### src/design/memctl_init_pkg.sv
// Constants, encodings and register layout for the memory controller
// reset and initialization block.
// Assumes one 100 MHz pclk and an APB master with 32-bit data.
package memctl_init_pkg;

   // Clock period; pclk follows both edges of the double-rate clock.
   localparam int unsigned CLK_PERIOD_NS = 10;
   localparam int unsigned PCLK_PER_SYS = 4;
   localparam int unsigned MEMORY_CLOCK_PER_SYS = 2;

   // Internal reset release stages and pin synchroniser depth.
   localparam int unsigned RST_STAGES = 4;
   localparam int unsigned PIN_RELEASE_STAGE = 2;

   // Phase positions of the internal edges within a system cycle.
   localparam logic [1:0] PH_CLK1R = 2'h0;
   localparam logic [1:0] PH_CLK2R = 2'h1;
   localparam logic [1:0] PH_CLK1F = 2'h2;
   localparam logic [1:0] PH_CLK2F = 2'h3;
   localparam logic [1:0] PH_AFTER_REF = 2'h3;
   localparam int unsigned EDGE_N = 5;
   localparam int unsigned E_CLK1R = 0;
   localparam int unsigned E_CLK1F = 1;
   localparam int unsigned E_CLK2R = 2;
   localparam int unsigned E_CLK2F = 3;
   localparam int unsigned E_MEMR = 4;

   // Register read returns after two system cycles.
   localparam logic [1:0] CSR_WAIT_LAST = 2'h1;

   // Refresh timing.
   localparam int unsigned REF_UNIT_MEMORY_CLOCK = 64;
   localparam int unsigned REF_UNIT_SYS = REF_UNIT_MEMORY_CLOCK / MEMORY_CLOCK_PER_SYS;
   localparam logic [1:0] REF_BUSY_LAST = 2'h1;
   localparam logic [7:0] INIT_REFRESHES = 8'h08;
   localparam logic [7:0] REF_CNT_MAX = 8'hFF;

   // Register offsets (byte addresses).
   localparam logic [7:0] ADDR_REF_TIMING = 8'h00;
   localparam logic [7:0] ADDR_STATUS = 8'h04;

   // Refresh timing register fields.
   localparam int unsigned FORCE_BIT = 0;
   localparam int unsigned IV_LSB = 1;
   localparam int unsigned IV_W = 6;
   localparam logic [5:0] IV_RST = 6'h10;
   localparam logic [10:0] TIMER_RST = 11'(IV_RST * REF_UNIT_SYS - 1);

   // Status register fields.
   localparam int unsigned CNT_LSB = 0;
   localparam int unsigned CNT_W = 8;
   localparam int unsigned READY_BIT = 8;
   localparam int unsigned PD_BIT = 9;

   typedef enum logic [1:0] {
      ST_IDLE = 2'b00,
      ST_WAIT = 2'b01,
      ST_DONE = 2'b11
   } apb_st_e;

endpackage

### src/design/memctl_reset_init.sv
// Reset, clock phase and refresh start logic of the memory controller.
// Assumes an APB master on pclk and board pins that are asynchronous.
//
// Design decisions made here: the address map and register access over APB.
`timescale 1ns/1ps
`default_nettype none
// Functional notes
// - Five internal edges from clock and phase reference.
// - Register reads answer after two system cycles.
// - Internal reset asserts async, releases synchronously.
// - Refresh and presence-detect outputs inactive during reset.
// - Bidirectional pins float during reset.
// - Cache and tag strobes held, dropped at release.
// - Presence detect starts at internal release.
// - Memory bus drive active throughout reset.
// - Test tristate floats every output.
// - Tristate release restores reset-state pins.
// - Refreshes begin when internal reset ends.
// - Force bit refreshes once then clears.
// - Interval one gives refresh every 32 cycles.
module memctl_reset_init (
   input wire logic pclk,
   input wire logic presetn,
   input wire logic psel,
   input wire logic penable,
   input wire logic pwrite,
   input wire logic [7:0] paddr,
   input wire logic [31:0] pwdata,
   output logic [31:0] prdata,
   output logic pready,
   output logic pslverr,
   input wire logic clock_phase_reference,
   input wire logic test_tristate_n,
   output logic [memctl_init_pkg::EDGE_N-1:0] phase_edges,
   output logic outputs_oe,
   output logic cache_data_oe_strobe,
   output logic tag_oe_strobe,
   output logic mem_bus_drive_ctl,
   output logic refresh_strobe,
   output logic presence_detect_start,
   input wire logic [15:0] cache_data_bus_in,
   output logic [15:0] cache_data_bus_out,
   output logic cache_data_bus_oe
);
   import memctl_init_pkg::*;

   ////////////////////////////////////////////////////////////////////
   typedef struct packed {
      logic ref_s1;
      logic ref_s2;
      logic ref_prev;
      logic [1:0] phase;
      logic [EDGE_N-1:0] edges;
      apb_st_e st;
      logic [1:0] wcnt;
      logic [31:0] rdata;
      logic force_ref;
      logic by_force;
      logic [IV_W-1:0] interval;
      logic [10:0] timer;
      logic due;
      logic ref_on;
      logic [1:0] busy;
      logic [7:0] ref_cnt;
      logic pd_active;
      logic pd_pulse;
   } state_s;

   state_s s_q;
   state_s s_d;
   logic pin_released;
   logic rst_int_n;
   logic oe_hold_q;
   logic tri_s1_q;
   logic tri_s2_q;
   logic pins_on;
   logic tick;
   logic acc;
   logic wr;
   logic mapped;
   logic start;
   logic expire;
   logic done;
   logic [31:0] rd_word;

   function automatic logic reg_hit(input logic [7:0] a,
                                    input logic [7:0] off);
      return a == off;
   endfunction

   function automatic logic [10:0] iv_ticks(input logic [IV_W-1:0] iv);
      return 11'(iv) * 11'(REF_UNIT_SYS) - 11'h001;
   endfunction

   function automatic logic [EDGE_N-1:0] edges_of(input logic [1:0] ph);
      logic [EDGE_N-1:0] e;
      e = '0;
      e[E_CLK1R] = ph == PH_CLK1R;
      e[E_CLK1F] = ph == PH_CLK1F;
      e[E_CLK2R] = ph == PH_CLK2R;
      e[E_CLK2F] = ph == PH_CLK2F;
      e[E_MEMR] = (ph == PH_CLK2R) || (ph == PH_CLK2F);
      return e;
   endfunction

   ////////////////////////////////////////////////////////////////////
   reset_release_sync #(
      .STAGES(RST_STAGES),
      .TAP(PIN_RELEASE_STAGE)
   ) u_rst (
      .pclk(pclk),
      .presetn(presetn),
      .pin_released(pin_released),
      .int_rst_n(rst_int_n)
   );

   // These flops carry no reset: the tristate pin and the strobe hold
   // must keep working while the reset pin is low.
   always_ff @(posedge pclk) begin
      tri_s1_q <= test_tristate_n;
      tri_s2_q <= tri_s1_q;
      oe_hold_q <= !pin_released;
   end

   assign pins_on = tri_s2_q;

   ////////////////////////////////////////////////////////////////////
   assign tick = s_q.edges[E_CLK1R];
   assign acc = psel && penable;
   assign wr = acc && pwrite;
   assign mapped = reg_hit(paddr, ADDR_REF_TIMING) ||
                   reg_hit(paddr, ADDR_STATUS);
   assign start = !s_q.ref_on && (s_q.due || s_q.force_ref);
   assign expire = tick && (s_q.interval != '0) && (s_q.timer == '0);
   assign done = s_q.ref_on && tick && (s_q.busy == REF_BUSY_LAST);

   always_comb begin
      rd_word = '0;
      if (reg_hit(paddr, ADDR_REF_TIMING)) begin
         rd_word[FORCE_BIT] = s_q.force_ref;
         rd_word[IV_LSB +: IV_W] = s_q.interval;
      end else if (reg_hit(paddr, ADDR_STATUS)) begin
         rd_word[CNT_LSB +: CNT_W] = s_q.ref_cnt;
         rd_word[READY_BIT] = s_q.ref_cnt >= INIT_REFRESHES;
         rd_word[PD_BIT] = s_q.pd_active;
      end
   end

   always_comb begin
      s_d = s_q;
      // Phase reference realigns the four-phase counter.
      s_d.ref_s1 = clock_phase_reference;
      s_d.ref_s2 = s_q.ref_s1;
      s_d.ref_prev = s_q.ref_s2;
      if (s_q.ref_s2 && !s_q.ref_prev) begin
         s_d.phase = PH_AFTER_REF;
      end else begin
         s_d.phase = s_q.phase + 2'h1;
      end
      s_d.edges = edges_of(s_d.phase);

      // Reads wait two system cycles before the data is offered.
      case (s_q.st)
         ST_IDLE: begin
            if (psel && !pwrite) begin
               s_d.st = ST_WAIT;
               s_d.wcnt = '0;
            end
         end
         ST_WAIT: begin
            if (tick) begin
               if (s_q.wcnt == CSR_WAIT_LAST) begin
                  s_d.st = ST_DONE;
                  s_d.rdata = rd_word;
               end else begin
                  s_d.wcnt = s_q.wcnt + 2'h1;
               end
            end
         end
         ST_DONE: begin
            if (acc) begin
               s_d.st = ST_IDLE;
            end
         end
         default: begin
            s_d.st = ST_IDLE;
         end
      endcase

      // Presence detect starts on the first cycle out of reset.
      s_d.pd_active = 1'b1;
      s_d.pd_pulse = !s_q.pd_active;

      // Refresh interval timer counts system cycles.
      if (tick && (s_q.interval != '0)) begin
         if (s_q.timer == '0) begin
            s_d.timer = iv_ticks(s_q.interval);
         end else begin
            s_d.timer = s_q.timer - 11'h001;
         end
      end
      s_d.due = (s_q.due && !start) || expire;
      if (start) begin
         s_d.ref_on = 1'b1;
         s_d.busy = '0;
         s_d.by_force = s_q.force_ref && !s_q.due;
      end else if (s_q.ref_on && tick) begin
         if (done) begin
            s_d.ref_on = 1'b0;
         end else begin
            s_d.busy = s_q.busy + 2'h1;
         end
      end
      if (done && (s_q.ref_cnt != REF_CNT_MAX)) begin
         s_d.ref_cnt = s_q.ref_cnt + 8'h01;
      end
      if (done && s_q.by_force) begin
         s_d.force_ref = 1'b0;
      end

      // A software set in the clearing cycle wins over the clear.
      if (wr && reg_hit(paddr, ADDR_REF_TIMING)) begin
         if (pwdata[FORCE_BIT]) begin
            s_d.force_ref = 1'b1;
         end
         s_d.interval = pwdata[IV_LSB +: IV_W];
         s_d.timer = iv_ticks(pwdata[IV_LSB +: IV_W]);
      end
   end

   // The first refresh is already due when internal reset ends.
   always_ff @(posedge pclk or negedge rst_int_n) begin
      if (!rst_int_n) begin
         s_q <= '0;
         // Phase zero is the first rising edge, so its flag must agree.
         s_q.edges[E_CLK1R] <= 1'b1;
         s_q.due <= 1'b1;
         s_q.interval <= IV_RST;
         s_q.timer <= TIMER_RST;
      end else begin
         s_q <= s_d;
      end
   end

   ////////////////////////////////////////////////////////////////////
   assign prdata = s_q.rdata;
   assign pready = pwrite || (s_q.st == ST_DONE);
   assign pslverr = acc && pready && !mapped;
   assign phase_edges = s_q.edges;
   assign outputs_oe = pins_on;
   assign refresh_strobe = s_q.ref_on;
   assign presence_detect_start = s_q.pd_pulse;
   assign mem_bus_drive_ctl = !rst_int_n;
   // Strobes drop on the synchronised pin, two edges before the
   // internal reset lets go.
   assign cache_data_oe_strobe = oe_hold_q && !pin_released;
   assign tag_oe_strobe = oe_hold_q && !pin_released;
   assign cache_data_bus_out = s_q.rdata[15:0];
   assign cache_data_bus_oe = pins_on && rst_int_n &&
                              (s_q.st == ST_DONE);

   ////////////////////////////////////////////////////////////////////
   logic [3:0] wait_len_q;
   logic [7:0] gap_q;
   logic clean_q;
   localparam logic [7:0] GAP_IV1 = 8'(REF_UNIT_SYS * PCLK_PER_SYS - 1);

   always_ff @(posedge pclk or negedge rst_int_n) begin
      if (!rst_int_n) begin
         wait_len_q <= '0;
         gap_q <= '0;
         clean_q <= 1'b0;
      end else begin
         if (s_q.st == ST_WAIT) begin
            wait_len_q <= wait_len_q + 4'h1;
         end else begin
            wait_len_q <= '0;
         end
         if (start) begin
            gap_q <= '0;
         end else if (gap_q != 8'hFF) begin
            gap_q <= gap_q + 8'h01;
         end
         if (wr || s_q.force_ref) begin
            clean_q <= 1'b0;
         end else if (start && (s_q.interval == 6'h01)) begin
            clean_q <= 1'b1;
         end
      end
   end
endmodule
`default_nettype wire

### src/design/reset_release_sync.sv
// Reset synchroniser: asserts at once, releases on pclk.
// Assumes presetn is the board reset pin, asynchronous to pclk.
`timescale 1ns/1ps
`default_nettype none
module reset_release_sync #(
   parameter int unsigned STAGES = 4,
   parameter int unsigned TAP = 2
) (
   input wire logic pclk,
   input wire logic presetn,
   output logic pin_released,
   output logic int_rst_n
);

   logic [STAGES-1:0] chain_q;

   // Every stage clears asynchronously, so the internal reset takes
   // hold without a clock edge and leaves only after the chain fills.
   always_ff @(posedge pclk or negedge presetn) begin
      if (!presetn) begin
         chain_q <= '0;
      end else begin
         chain_q <= {chain_q[STAGES-2:0], 1'b1};
      end
   end

   // The tap sits after two stages, so it is already settled.
   assign pin_released = chain_q[TAP-1];
   assign int_rst_n = chain_q[STAGES-1];

endmodule
`default_nettype wire

### config.mk
export PLATFORM = sky130hd
export DESIGN_NAME = memctl_reset_init
export DESIGN_NICKNAME = d
export VERILOG_FILES = /design/src/design/memctl_init_pkg.sv /design/src/design/memctl_reset_init.sv /design/src/design/reset_release_sync.sv
export SDC_FILE = /design/constraint.sdc
export NUM_CORES = 1
export LEC_CHECK = 0
export ABC_AREA = 1
export BUFFER_PORTS_ARGS = -buffer_cell sky130_fd_sc_hd__buf_4
export CAP_MARGIN = 0
export CORE_AREA = 4 4 87 89
export DETAILED_ROUTE_END_ITERATION = 8
export DIE_AREA = 0 0 91 93
export HOLD_SLACK_MARGIN = 0.02
export PLACE_DENSITY = 0.94
export SLEW_MARGIN = 10
export SYNTH_ARGS = -nofsm -noshare
export SYNTH_HDL_FRONTEND = slang
export SYNTH_SLANG_ARGS = --single-unit
### constraint.sdc
create_clock -name pclk -period 4.6 [get_ports pclk]
set_clock_uncertainty 0.15 [all_clocks]
set_input_delay 0.69 -clock pclk [delete_from_list [all_inputs] [get_ports pclk]]
set_output_delay 0.69 -clock pclk [all_outputs]
set_load 0.05 [all_outputs]
=== Yosys cells after proc, flatten, opt, wreduce, memory -nomap -nowiden ===
Index checks and enable logic that the tools add are counted.

* Register bits: 64
* Output and inout bits: 62
* Word-level logic and storage cells: 114

* $add $sub $neg: 7
* Order comparisons: 1
* Eq/ne operators: 15
* Multiplexer cells: 22
* Reduce and logical (&&, ||, !) cells: 47

{| class="wikitable"
|+ Operator list
! kind !! count
|-
| 2-to-1 mux 36 bit || 1
|-
| 2-to-1 mux 11 bit || 3
|-
| subtractor 11 x 1 -> 11 bit (second input constant) || 3
|-
| 2-to-1 mux 10 bit || 2
|-
| logical AND 1 bit || 19
|-
| != test 2 bit (second input constant) || 6
|-
| logical NOT 11 bit || 1
|-
| 2-to-1 mux 2 bit || 5
|-
| logical NOT 1 bit || 9
|-
| 2-to-1 mux 3 bit || 3
|-
| adder 8 x 1 -> 8 bit (second input constant) || 1
|-
| equality test 2 x 1 -> 1 bit (second input constant) || 4
|-
| equality test 8 x 3 -> 1 bit (second input constant) || 1
|-
| greater-or-equal comparator 8 x 4 -> 1 bit (second input constant) || 1
|-
| logical NOT 8 bit || 1
|-
| != test 8 bit (second input constant) || 1
|-
| AND reduction 4 bit || 2
|-
| nonzero test 2 bit || 4
|-
| 2-to-1 mux 7 bit || 1
|-
| adder 2 x 1 -> 2 bit (second input constant) || 3
|-
| equality test 2 bit (second input constant) || 3
|-
| one-hot mux 2 bit (3 select lines) || 1
|-
| nonzero test 6 bit || 1
|-
| logical OR 1 bit || 5
|-
| 6 further kinds || 11
|}

=== Longest topological paths before layout ===
* Word-level depth: 6
* Gate-level depth with buffers: 11

=== Cells and area by module ===
Synthesis repeated with hierarchy kept, for this count alone.

* Cell total of the unflattened synthesis: 439
* Area total of the unflattened synthesis: 3540.9 um2

{| class="wikitable"
|+ By module, submodules not included
! module !! times used !! cells each !! area an instance (um2)
|-
| memctl_reset_init || 1 || 434 || 3437.0
|-
| reset_release_sync || 1 || 5 || 103.8
|}

=== Worst setup path before layout ===
Ideal clock, no wire load.

* Path type: register to output
* Start: register u_rst.chain_q[3]
* End: output cache_data_bus_oe
* Data arrival time: 2323 ps
* Data required time: 3760 ps
* Path slack: 1437 ps
* Cell stages (with the launch flop): 3
* Path through: dfrtp_1 > nand2_1 > nor2_1

* Word-level cells in the longest chain between the ends: 2

{| class="wikitable"
|+ RTL lines
! element !! RTL line !! source
|-
| start: declaration || reset_release_sync.sv:15 || <nowiki>logic [STAGES-1:0] chain_q;</nowiki>
|-
| start signal: assignment || reset_release_sync.sv:23 || <nowiki>chain_q <= {chain_q[STAGES-2:0], 1'b1};</nowiki>
|-
| logical AND 1 bit (2 in a row) || memctl_reset_init.sv:259 || <nowiki>assign cache_data_bus_oe = pins_on && rst_int_n &&</nowiki>
|-
| end: declaration || memctl_reset_init.sv:43 || <nowiki>output logic cache_data_bus_oe</nowiki>
|}

No other way between the ends.

=== Worst setup path after layout ===
* Start: register s_q[67] (netlist name)
* End: output pslverr

* Word-level cells in the longest chain between the ends: 4

{| class="wikitable"
|+ RTL lines
! element !! RTL line !! source
|-
| start: declaration || memctl_reset_init.sv:69 || <nowiki>state_s s_q;</nowiki>
|-
| equality test 2 bit || memctl_reset_init.sv:247 || <nowiki>assign pready = pwrite || (s_q.st == ST_DONE);</nowiki>
|-
| logical OR 1 bit || memctl_reset_init.sv:247 ||
|-
| logical AND 1 bit (2 in a row) || memctl_reset_init.sv:248 || <nowiki>assign pslverr = acc && pready && !mapped;</nowiki>
|-
| end: declaration || memctl_reset_init.sv:31 || <nowiki>output logic pslverr,</nowiki>
|}

No other way between the ends.

==> out/metrics.sh <==
STATUS='complete, no violations'
CTS-HOLD-FIX-BUFFERS=1
R2R_START='s_q[25]'
ROUTABILITYCONGESTION=0.857
MAX_CAP_VIOL_COUNT=0
CTS.CLK_SLEW.WORST_PATHS_NS=0.08
GLOBAL_ROUTE.USAGE.TOTAL_PCT=18.9
YOSYSSEQAREASHARE_PCT=43.6
LAYOUT.FILLER_CELLS=564
MAX_FREQ_GHz=0.418
WORST_EP_REQUIRED_TIME_NS=3.76
H-TREE-DEPTH=3
DETAIL_ROUTE.VIAS_PER_CELL=5.22
DIEWIDTH_UM=91
CELL_TYPE_WITH_THE_LARGEST_TOTAL_AREA_AFTER_SYNTHESIS='sky130_fd_sc_hd__dfrtp_1'
GLOBAL_ROUTE_WIRE_LENGTH_BEFORE_REPAIR_UM=12800
YS_TYPES=36
WORST_HOLD_PATH_TYPE='reg2reg'
SYNTH_FLOP_CELL='sky130_fd_sc_hd__dfrtp_1'
YOSYS.AREA.TOP_TYPE_SHARE_PCT=33.2
CORE.ROWCOUNT=30
CRIT_ARRIVAL_NS=1.55
AVGROUTEDWIREPERCELL_UM=13.9
POWER_DENSITY_nW_PER_UM2=587
DRT-PASS1-ITER-COUNT=6
SINKS_ON_CLOCK_NET=63
WORSTSETUPENDPOINTTYPE='primary output'
DIE-AREA_UM2=8460
HOLD_SLACK_NS=0.199
GRT_SETUP_UNREPAIRED='false'
AREA_GROWTH_FROM_SYNTHESIS_TO_LAYOUT_PCT=12.2
YOSYS_WARNINGS=0
MOST-COMMON-LAYOUT-CELLS='93 x sky130_fd_sc_hd__nand2_1, 58 x sky130_fd_sc_hd__inv_1, 56 x sky130_fd_sc_hd__buf_4'
PLACE_AREA_UM2=3810
ANTENNA_FOUND_INITIAL=0
CORE_REGION_AREA_UM2=6760
SYN_AREA_PER_CELL_UM2=8.24
SETUP.WORST_PATH.START='s_q[67]'
FINALCRITICALPERIOD_NS=2.39
TOP_AREA_CELLS_IN_THE_SYNTHESIZED_NETLIST='sky130_fd_sc_hd__dfrtp_1 33%, sky130_fd_sc_hd__buf_4 11%, sky130_fd_sc_hd__nand2_1 9.6%'
CLOCK_ROOT_BUFFER='sky130_fd_sc_hd__clkbuf_8'
TOTALNEGATIVESETUPSLACK_NS=0
SYNTH_ASYNC_SR_FLOP_SHARE_PCT=95.2
DR_TOTAL_VIAS=2931
GRT_UTIL_MET1_PCT=21.8
WORST_IR_DROP_VDD_uV=265
SYNTH.FF_LATCH_COUNT=63
GRT_UTIL_MET3_PCT=4.18
STARTING_DENSITY_OF_THE_CORE_PCT=53.6
NUMBER_OF_NETS_IN_THE_FINAL_LAYOUT=548
FIRST_ITER_VIOLATIONS=178
POSTSYNTHCELLCOUNT=439
NUMPORTBUFFERS=55
FINAL_DESIGN_AREA_NO_FILL_UM2=4060
CRITPATHLAUNCHTYPE='register'
CTS_SETUP_BUFFERS=0
COUNT_OF_FLIP_FLOPS_WITH_A_BUILT_IN_ENABLE_AFTER_SYNTHESIS=0
SHARE_OF_THE_CLOCK_PERIOD_USED_BY_THE_WORST_PATH_AFTER_LAYOUT_PCT=52.0
FINALHOLDVIOLCOUNT=0
MET2_RESOURCE_USE_GR_PCT=32.7
MAXSLEWHEADROOM_PCT=53.3
CLOCK_TREE.BUFFER_DEPTH=2
ROUTED_WIRELENGTH_UM=7800
POSTCTSRESIZEDCELLS=0
TRITONCTS_BUFFER_COUNT=9
ANTENNADIODECOUNT=0
DETAIL_ROUTE.DRC_VIOLATIONS=0
CLK_LATENCY_NS=0.35
DIE-HEIGHT_UM=93
BEGINNING_OF_THE_WORST_HOLD_PATH='tri_s1_q'
IOPINCOUNT=125
TIMING.FINAL.SETUP_VIOLATIONS=0
FINAL_COMMON_CELL='sky130_fd_sc_hd__nand2_1'
GRT_OVERFLOW=0
LAYOUT-DRIVE-GT1-SHARE_PCT=22.5
CRIT_PATH_MAX_FANOUT=7
MAPPEDNETLISTAREA_UM2=3620
GRT_BUSIEST_LAYER='met2'
GRT_PASS1_VIAS=2810
WORST_PIN_SLEW_NS=0.700
CRIT_TYPE='reg2out'
TRITONCTS_CLOCK_TREE='built'
SLEW_VIOL_FINAL=0
LEAKAGEPOWER_nW=2.13
MAXIMUM_NUMBER_OF_PINS_ON_ONE_NET_BEFORE_GLOBAL_ROUTE_REPAIR=57
DETAILED_PLACE_HPWL_UM=5780
ROUTE.ANTENNA.REMAINING_NETS=0
## worst max-delay path, cell delays in order, from the launching register on
cell	delay (ns)
sky130_fd_sc_hd__dfrtp_1	0.47
sky130_fd_sc_hd__nand2_1	0.14
sky130_fd_sc_hd__nand2_1	0.10
sky130_fd_sc_hd__nand2_1	0.05
sky130_fd_sc_hd__nor3_1	0.20
sky130_fd_sc_hd__buf_4	0.23
## through the flow
step | total power, mW | instances | utilization, % | worst slack (ns)
finish | 2.39 | 561 | 60.1 | 2.21
global route | 2.50 | 561 | 60.1 | 2.10
CTS | 2.39 | 561 | 60.1 | 2.22
detailed placement | 1.79 | 545 | 56.4 | 2.24
global placement | 1.75 | 545 | 56.4 | 2.27
floorplan | 1.66 | 467 | - | 1.44
## synthesized netlist by cell type (3+ instances only)
cell type,count
sky130_fd_sc_hd__ha_1,8
sky130_fd_sc_hd__dfxtp_1,3
sky130_fd_sc_hd__dfstp_2,12
sky130_fd_sc_hd__nand4_1,7
sky130_fd_sc_hd__nand2_1,93
sky130_fd_sc_hd__nand3b_1,3
sky130_fd_sc_hd__o221ai_1,5
sky130_fd_sc_hd__o22ai_1,3
sky130_fd_sc_hd__nand2_2,5
sky130_fd_sc_hd__buf_4,54
sky130_fd_sc_hd__inv_1,58
sky130_fd_sc_hd__nor2_1,35
sky130_fd_sc_hd__xor2_1,13
sky130_fd_sc_hd__nor2_2,8
sky130_fd_sc_hd__o21ai_0,20
sky130_fd_sc_hd__nand3_1,26
sky130_fd_sc_hd__a21oi_1,9
sky130_fd_sc_hd__o21ai_1,4
sky130_fd_sc_hd__dfrtp_1,48
## where the power goes
part	switching (mW)	internal (mW)
combinational	0.702	0.274
clock	0.222	0.372
sequential	0.113	0.702
## logic make-up (layout without fill, tap and decap cells)
kind of cell	Yosys count	in the layout	share of synthesized area, %
simple gates	185	185	23.8
buf+inv	118	132	18.3
flops	63	63	43.6
compound gates	50	50	8.23
xor+xnor	13	13	3.15
fa+ha+maj	8	8	2.77
other cells	2	30	0.208
## area by class of cell
class	count	area, um2	share of cell area [%]
well taps	80	100	2.46
clock buffers	10	138	3.39
multi-input cells	286	1480	36.5
flip-flops and latches	63	1580	38.8
inverters	60	225	5.55
repair buffers	57	430	10.6
clock inverters	5	106	2.62
## state kept, by name (all words and copies together), names as in the netlist
| signal | flops |
|---|---|
| s_q | 37 |
| prdata | 10 |
| phase_edges | 5 |
| u_rst.chain_q | 4 |
| s_d | 2 |
| oe_hold_q | 1 |
| outputs_oe | 1 |
| presence_detect_start | 1 |
| refresh_strobe | 1 |
| tri_s1_q | 1 |
## layer usage
| metal | vias up | share of wire [%] |
|---|---|---|
| li1 | 1380 | - |
| met1 | 1367 | 38 |
| met2 | 158 | 50 |
| met3 | 26 | 8.2 |
| met4 | 0 | 2.9 |
| met5 | - | 0 |
## path summary, 6_finish.rpt
| kind | end | slack (ns) | depth (start not counted) |
|---|---|---|---|
| max | pslverr | 2.21 | 5 |
| min | outputs_oe | 0.20 | 0 |
| max reg2reg | s_q[24] | 2.78 | 8 |
| min reg2reg | outputs_oe | 0.20 | 0 |
| max in group asynchronous | s_q[27] | 3.46 | 1 |
| min in group asynchronous | s_d[76] | 0.37 | 1 |
Note: power is estimated with default switching activity, not from simulation.
